### config.mk
export PLATFORM = sky130hd
export DESIGN_NAME = efb_bank
export DESIGN_NICKNAME = d
export VERILOG_FILES = /design/src/common/efb_pkg.sv /design/src/rtl/efb_duty_mem.sv /design/src/rtl/efb_bank.sv
export VERILOG_INCLUDE_DIRS = /design/src /design/src/common
export SDC_FILE = /design/constraint.sdc
export NUM_CORES = 1
export LEC_CHECK = 0
export BUFFER_PORTS_ARGS = -buffer_cell sky130_fd_sc_hd__buf_4
export CAP_MARGIN = 10
export CORE_MARGIN = 5
export CORE_UTILIZATION = 40
export DETAILED_ROUTE_END_ITERATION = 8
export HOLD_SLACK_MARGIN = 0.1
export SYNTH_ARGS = -nofsm -noshare
export SYNTH_HDL_FRONTEND = slang
export SYNTH_SLANG_ARGS = --single-unit
### constraint.sdc
create_clock -name clk -period 5.7 [get_ports clk]
set_clock_uncertainty 0.05 [all_clocks]
set_input_delay 0.855 -clock clk [delete_from_list [all_inputs] [get_ports clk]]
set_output_delay 0.855 -clock clk [all_outputs]
set_load 0.02 [all_outputs]
### src/common/efb_consts.svh
// Offsets, reset values and field positions for the fail-safe config bank.
// Assumes inclusion by name from the design and bench files.
`ifndef EFB_CONSTS_SVH
`define EFB_CONSTS_SVH
`define EFB_OFF_DUTY7     8'hA7
`define EFB_OFF_DUTY8     8'hA8
`define EFB_OFF_DUTY9     8'hA9
`define EFB_OFF_DUTY10    8'hAA
`define EFB_OFF_DUTY11    8'hAB
`define EFB_OFF_FS0_LO    8'hC0
`define EFB_OFF_FS0_HI    8'hC1
`define EFB_OFF_FS1_LO    8'hC2
`define EFB_OFF_FS1_HI    8'hC3
`define EFB_OFF_STATUS    8'hCF
`define EFB_RST_DUTY      8'hFF
`define EFB_RST_FS0_LO    8'h00
`define EFB_RST_FS0_HI    4'h0
`define EFB_RST_FS1_LO    8'hFF
`define EFB_RST_FS1_HI    4'hF
`define EFB_DUTY_FIRST    3'h0
`define EFB_DUTY_LAST     3'h4
`define EFB_HI_PAD        4'h0
`define EFB_ZERO8         8'h00
`define EFB_CHAN_OFF      12'h000
`endif

### src/common/efb_pkg.sv
// Types for the fail-safe config bank.
// Assumes efb_consts.svh on the include path.
package efb_pkg;
  // Active fail-safe selection
  typedef enum logic [1:0] {
    EFB_FS_NONE,
    EFB_FS_ZERO,
    EFB_FS_ONE
  } efb_fs_t;
  typedef logic [7:0]  efb_byte_t;
  typedef logic [11:0] efb_mask_t;
endpackage

### src/rtl/efb_duty_mem.sv
// Five-entry store of duty defaults, channels 7 to 11.
// Assumes index 0 is channel 7; read data registered.
`timescale 1ns/10ps
`default_nettype none
`include "efb_consts.svh"
module efb_duty_mem
  import efb_pkg::*;
(
  // Clock and reset
  input  wire logic       clk,
  input  wire logic       rst,
  // Write port
  input  wire logic       we,
  input  wire logic [2:0] waddr,
  input  wire efb_byte_t  wdata,
  // Read port
  input  wire logic [2:0] raddr,
  output efb_byte_t       rdata,
  // All entries for the channel logic
  output logic [39:0]     all_flat
);
  efb_byte_t mem_q [0:4];   // Duty entries

  // Storage, all ones after reset
  always_ff @(posedge clk) begin
    for (int i = 0; i < 5; i++) begin
      if (rst) begin
        mem_q[i] <= `EFB_RST_DUTY;
      end else if (we && waddr == 3'(i)) begin
        mem_q[i] <= wdata;
      end
    end
  end

  // Registered read; out of range reads as zero
  always_ff @(posedge clk) begin
    if (rst) begin
      rdata <= `EFB_ZERO8;
    end else if (raddr <= `EFB_DUTY_LAST) begin
      rdata <= mem_q[raddr];
    end else begin
      rdata <= `EFB_ZERO8;
    end
  end

  // Flattened view
  always_comb begin
    for (int i = 0; i < 5; i++) begin
      all_flat[i*8 +: 8] = mem_q[i];
    end
  end
endmodule
`default_nettype wire

### src/rtl/efb_bank.sv
// Stored duty defaults ch7..11 and fail-safe enable masks, with outputs.
// Assumes a simple strobe register port and external fail-safe requests.
`timescale 1ns/10ps
`default_nettype none
`include "efb_consts.svh"
module efb_bank
  import efb_pkg::*;
(
  // Clock and reset
  input  wire logic       clk,
  input  wire logic       rst,
  // Register port
  input  wire logic [7:0] reg_addr,
  input  wire efb_byte_t  reg_wdata,
  input  wire logic       reg_wr,
  input  wire logic       reg_rd,
  output efb_byte_t       reg_rdata,
  // Fail-safe requests; state 1 wins if both
  input  wire logic       failsafe_zero_req,
  input  wire logic       failsafe_one_req,
  // Channel outputs
  output efb_mask_t       chan_on,
  output logic            failsafe_active,
  output efb_byte_t       stored_duty_value_ch7,
  output efb_byte_t       stored_duty_value_ch8,
  output efb_byte_t       stored_duty_value_ch9,
  output efb_byte_t       stored_duty_value_ch10,
  output efb_byte_t       stored_duty_value_ch11
);
  // Map an address to a duty entry index, or none
  function automatic logic duty_hit(input logic [7:0] a);
    return a >= `EFB_OFF_DUTY7 && a <= `EFB_OFF_DUTY11;
  endfunction
  function automatic logic [2:0] duty_idx(input logic [7:0] a);
    logic [7:0] d;
    d = a - `EFB_OFF_DUTY7;
    return d[2:0];
  endfunction

  efb_byte_t  fs0_lo_q;   // State 0, ch0..7
  logic [3:0] fs0_hi_q;   // State 0, ch8..11
  efb_byte_t  fs1_lo_q;   // State 1, ch0..7
  logic [3:0] fs1_hi_q;   // State 1, ch8..11
  efb_fs_t    mode_q;     // Active fail-safe
  efb_mask_t  chan_q;     // Registered channel drive
  efb_byte_t  mask_rd_q;  // Read data from mask registers
  logic       sel_mem_q;  // Read came from duty store
  logic [39:0] duty_flat; // All duty entries
  efb_byte_t  mem_rdata;  // Duty store read data

  // Duty defaults live in a small memory of their own
  efb_duty_mem u_mem (
    .clk      (clk),
    .rst      (rst),
    .we       (reg_wr && duty_hit(reg_addr)),
    .waddr    (duty_idx(reg_addr)),
    .wdata    (reg_wdata),
    .raddr    (duty_idx(reg_addr)),
    .rdata    (mem_rdata),
    .all_flat (duty_flat)
  );

  // Mask registers; upper nibbles are not stored so read as zero
  always_ff @(posedge clk) begin
    if (rst) begin
      fs0_lo_q <= `EFB_RST_FS0_LO;
      fs0_hi_q <= `EFB_RST_FS0_HI;
      fs1_lo_q <= `EFB_RST_FS1_LO;
      fs1_hi_q <= `EFB_RST_FS1_HI;
    end else if (reg_wr) begin
      case (reg_addr)
        `EFB_OFF_FS0_LO: fs0_lo_q <= reg_wdata;
        `EFB_OFF_FS0_HI: fs0_hi_q <= reg_wdata[3:0];
        `EFB_OFF_FS1_LO: fs1_lo_q <= reg_wdata;
        `EFB_OFF_FS1_HI: fs1_hi_q <= reg_wdata[3:0];
        default: ;
      endcase
    end
  end

  // Read mux for masks and status; unmapped reads as zero
  always_ff @(posedge clk) begin
    if (rst) begin
      mask_rd_q <= `EFB_ZERO8;
      sel_mem_q <= 1'b0;
    end else begin
      sel_mem_q <= reg_rd && duty_hit(reg_addr);
      mask_rd_q <= `EFB_ZERO8;
      if (reg_rd) begin
        case (reg_addr)
          `EFB_OFF_FS0_LO: mask_rd_q <= fs0_lo_q;
          `EFB_OFF_FS0_HI: mask_rd_q <= {`EFB_HI_PAD, fs0_hi_q};
          `EFB_OFF_FS1_LO: mask_rd_q <= fs1_lo_q;
          `EFB_OFF_FS1_HI: mask_rd_q <= {`EFB_HI_PAD, fs1_hi_q};
          `EFB_OFF_STATUS: mask_rd_q <= {6'h00, mode_q};
          default:         mask_rd_q <= `EFB_ZERO8;
        endcase
      end
    end
  end

  // Read data stands only in the cycle after the strobe
  assign reg_rdata = sel_mem_q ? mem_rdata : mask_rd_q;

  // Active fail-safe state follows the requests
  always_ff @(posedge clk) begin
    if (rst) begin
      mode_q <= EFB_FS_NONE;
    end else if (failsafe_one_req) begin
      mode_q <= EFB_FS_ONE;
    end else if (failsafe_zero_req) begin
      mode_q <= EFB_FS_ZERO;
    end else begin
      mode_q <= EFB_FS_NONE;
    end
  end

  // Channel drive from the active mask; all off outside fail-safe
  always_ff @(posedge clk) begin
    if (rst) begin
      chan_q <= `EFB_CHAN_OFF;
    end else begin
      case (mode_q)
        EFB_FS_ZERO: chan_q <= {fs0_hi_q, fs0_lo_q};
        EFB_FS_ONE:  chan_q <= {fs1_hi_q, fs1_lo_q};
        default:     chan_q <= `EFB_CHAN_OFF;
      endcase
    end
  end

  assign chan_on                = chan_q;
  assign failsafe_active        = (mode_q != EFB_FS_NONE);
  assign stored_duty_value_ch7  = duty_flat[7:0];
  assign stored_duty_value_ch8  = duty_flat[15:8];
  assign stored_duty_value_ch9  = duty_flat[23:16];
  assign stored_duty_value_ch10 = duty_flat[31:24];
  assign stored_duty_value_ch11 = duty_flat[39:32];
endmodule
`default_nettype wire

# Word level (Yosys, flattened, before mapping)
# Memory sizes are Yosys's and may differ from the RTL's. A register that Yosys moved wholly into a read port is not among the register bits.
# Index checks and enable logic that the tools add are counted.
# totals
ramBits	40
regBits	47
n_memories	1
output_inout_bits	61
elab_cells	76
in_bits	22
# op_classes
order_cmp	3
reduce_logical	17
mux	27
eq_ne	11
bitwise	7
add_sub_neg	1
# memory_table
name	words	width	rd	rd_clocked_by_memory_dff	wr	line_no	rtl
u_mem.mem_q	5	8	6	1	5	efb_duty_mem.sv:22	efb_byte_t mem_q [0:4];
# op_table
op	count
2-to-1 mux 8 bit	6
== test 8 bit, second input constant	5
one-hot mux 8 bit (5 select lines)	1
one-hot mux 12 bit (2 select lines)	1
2-to-1 mux 1 bit	18
greater-or-equal comparator 8 bit, second input constant	1
<= comparator 8 bit, second input constant	1
logical AND 1 bit	8
AND reduction 2 bit	4
== test 3 x 2 -> 1 bit, second input constant	2
OR reduction 2 bit	3
bitwise OR 1 bit	5
== test 3 x 1 -> 1 bit, second input constant	1
== test 3 bit, second input constant	1
<= comparator 3 bit, second input constant	1
logical NOT 3 bit	1
subtractor 3 bit, second input constant	1
== test 2 x 1 -> 1 bit, second input constant	1
== test 2 bit, second input constant	1
2-to-1 mux 2 bit	1
NOT 1 bit	2
nonzero test 2 bit	1

# Depth between registers and ports, before layout
# logic_depth
ltp_word	8
mapped_depth	7
mapped_depth_nobuf	5

# By module
# From an unflattened synthesis, not the netlist that was laid out.
# hier_totals
cells_unflattened	363
area_unflattened_um2	4239.1
# by_module_without_submodules
module	area_per_inst_um2	cells_each	instances
efb_bank	2157.1	219	1
efb_duty_mem	2082.0	144	1

# Worst setup path before layout
# Ideal clock, no wire load.
# synth_timing
path_type	input to register
from	input reg_addr[0]
to	register mask_rd_q[4]
path_stages	7
arrival_time_ps	2306
slack_ps	3218
path_buffers	2
setup_ps	126
required_time_ps	5524
cell_sequence	buf_2 inv_1 ha_1 clkbuf_1 or3_1 o2111ai_2 nor2_1
# synth_between
elab_chain_cells	2
elab_cells_between_ends	6
# synth_rtl
element	line_no	rtl
start: declaration	efb_bank.sv:13	input wire logic [7:0] reg_addr,
== test 8 bit	efb_bank.sv:90	case (reg_addr)
one-hot mux 8 bit (5 select lines) *	efb_bank.sv:90	
end signal: assignment	efb_bank.sv:91	`EFB_OFF_FS0_LO: mask_rd_q <= fs0_lo_q;
end signal: assignment	efb_bank.sv:92	`EFB_OFF_FS0_HI: mask_rd_q <= {`EFB_HI_PAD, fs0_hi_q};
end signal: assignment	efb_bank.sv:93	`EFB_OFF_FS1_LO: mask_rd_q <= fs1_lo_q;
end: declaration	efb_bank.sv:46	efb_byte_t mask_rd_q;
# Mark *: on every way between the ends. The rest lies on a longest branch, timed or not.
# A chain may end at the register's enable or synchronous reset.

==> impl_results.md <==
* Period utilization at 57.19%
* Post-synth cell types at 47
* Final Slew Violations at 0
* Most common cell after layout, fill and taps aside: buf_4
* Final setup fails at 0
* Post-route setup TNS at 0 ps
* Power density cells at 262.5 nW/um^2
* Synth warn at 0
* Starting density of the core at 40.81%
* # DRC at 0
* CP max FO at 26
* CORE AREA at 10840 um^2
* Slew HR at 25.78%
* Max Buffers Root-to-Sink at 2
* Initial antenna violation count at 0
* Run status: finished, final reports clean
* Reg area at 2302 um^2
* Root buffer cell: clkbuf_8
* RSZ-0062 raised after global routing: no
* GRT overflow at 0
* Vias at 3266
* P_leak at 1.982 nW
* DR pass1 iterations at 5
* Initial detailed-routing violation count at 198
* Worst-skew pair later-pin latency at 360 ps
* Worst vdd ir at 110.4 uV
* Clk sinks at 95
* Pin count of the biggest net entering global routing at 59
* Die extent in y at 115.2 um
* Post-Synthesis Net Count at 417
* Avg WL per Cell at 20.21 um
* Routed WL at 11900 um
* Fin. Hold Viols at 0
* Port Buffers at 82
* Post-synth EDFFs at 40
* H-tree Lvls at 3
* Crit Path Category: input port to flip-flop
* Die area at 13260 um^2
* Finished Layout Cells at 589
* Worst path required time at 5680 ps
* Post-CTS sizing at 0
* Crit start category: input port
* Maxcap violations at 0
* Chip Width at 115.2 um
* Synth Instances at 382
* Area of the mapped netlist at 4424 um^2
* Asr flop ratio synth at 0%
* Tot Pwr at 1.371 mW
* Critical Path AT at 3240 ps
* Gr usage total at 18.26%
* Average size of a mapped cell at 11.58 um^2
* Final net count at 479
* Vias per cell at 5.545
* Setup Fix Bufs, Post-CTS at 0
* Antenna Violating Nets Remaining at 0
* Hold crit path type: flip-flop to flip-flop
* FP Rows at 38
* Syn-to-layout area delta at 18.07%
* Post-synth top flop: dfxtp_1
* ANT cells at 0
* CTS buffer count at 9
* Yosys reg bits at 95
* Fillcell total at 1018
* Critical Path End Type: flip-flop
* Register area share after synthesis at 52.04%
* # IOs at 83
* Placed cells at 573
* Gp weighted congestion at 0.8754
* Min Tclk post-route at 3260 ps
* Final hold slack at 447.9 ps
* Most frequent cells in the layout: buf_4 (84), dfxtp_1 (55), nor2_1 (45)
* Max Fclk at 0.3068 GHz
* Share of layout cells above drive strength 1 at 28.51%
* Cts hold-fix bufs at 0
* First-pass GRT wire length at 18290 um
* Vias in the first global route at 3239
* Multi-input gate area at 1893 um^2
* CTS tree: yes
* Clock-pin slew on the worst setup and hold paths at 90 ps
* Hpwl dp at 8878 um
* Slew of the pin with the lowest slew margin at 1107 ps
==> synthesized netlist by cell type, types with 2 or more instances <==
cell type   n  area, um^2
a21oi_1     6       30.03
buf_6       9       101.4
mux4_2      8       180.2
a211oi_1    2       15.01
buf_2       3       15.01
inv_1       7       26.28
o211ai_1    2       15.01
buf_1       5       18.77
a22oi_1    21       157.7
edfxtp_1   40        1201
nand3_1     8       40.04
a22o_1      4       35.03
a41o_1      3       30.03
nand4_1    38       237.7
mux2_2      8       90.09
ha_1       13       162.7
clkbuf_1   14       52.55
nor2_1     45       168.9
nor3_1      8       40.04
nor2b_1     2       12.51
nand2b_1   17       106.4
dfxtp_1    55        1101
nand2_1     5       18.77
o31ai_1     4       30.03
and2_1      2       12.51
and3_1      4       25.02
buf_4       2       15.01
mux2i_1    28       280.3
==> critical path, cell delays in order <==
cell and delay [ps]:
buf_4 210, ha_1 520, o21ai_0 210, o2bb2ai_2 890, a41o_1 530
==> layout make-up <==
cell class / instances / area share, %
inverter: 7 / 0.5030
sequential: 95 / 44.07
clock inverter: 6 / 1.126
clock buffer: 10 / 2.635
timing repair buffer: 84 / 12.07
tap: 140 / 3.353
multi-input combinational: 247 / 36.24
==> metrics by stage <==
| step | util [%] | cell area (um^2) | worst slack [ps] |
|---|---|---|---|
| after global placement | 46.38 | 5027 | 2230 |
| after global routing | 48.19 | 5224 | 2240 |
| final | 48.19 | 5224 | 2440 |
| after detailed placement | 46.38 | 5027 | 2092 |
| after floorplan | - | 4424 | 3218 |
| after CTS | 48.19 | 5224 | 2492 |
==> metal layers <==
| layer | GRT usage, % | vias to the layer above | part of all wire (%) |
|---|---|---|---|
| met2 | 28.74 | 111 | 47 |
| met4 | 7.199 | 0 | 2.1 |
| met3 | 3.789 | 16 | 6.7 |
| li1 | - | 1545 | - |
| met1 | 24.73 | 1594 | 44 |
| met5 | 0 | - | 0 |
==> sequential cells by signal, summed over array words and instances, names as in the netlist <==
name,flops
u_mem.mem_q,40
fs1_lo_q,8
fs0_hi_q,4
fs0_lo_q,8
u_mem.rdata,8
fs1_hi_q,4
mask_rd_q,8
mode_q,2
chan_on,12
sel_mem_q,1
==> logic make-up after synthesis <==
kind of cell,share of synthesized area [%]
compound gates,8.229
xor+xnor,0.1980
fa+ha+maj,3.677
buf+inv,5.175
flops,52.04
mux,12.44
simple gates,18.24
==> where the power goes <==
| group | switching (mW) | internal, mW |
|---|---|---|
| registers | 0.0123 | 0.729 |
| logic | 0.113 | 0.0704 |
| clock network | 0.234 | 0.213 |
| total | 0.359 | 1.01 |
==> final timing paths <==
check	cells after the start	slack (ps)	start	endpoint
setup reg to reg	4	4260	mode_q[1]	chan_on[7]
hold / removal	2	450	fs0_hi_q[3]	fs0_hi_q[3]
hold reg to reg	2	450	fs0_hi_q[3]	fs0_hi_q[3]
setup / recovery	5	2440	reg_addr[0]	u_mem.mem_q[2][7]
No activity file was read; power rests on OpenSTA's default activity.
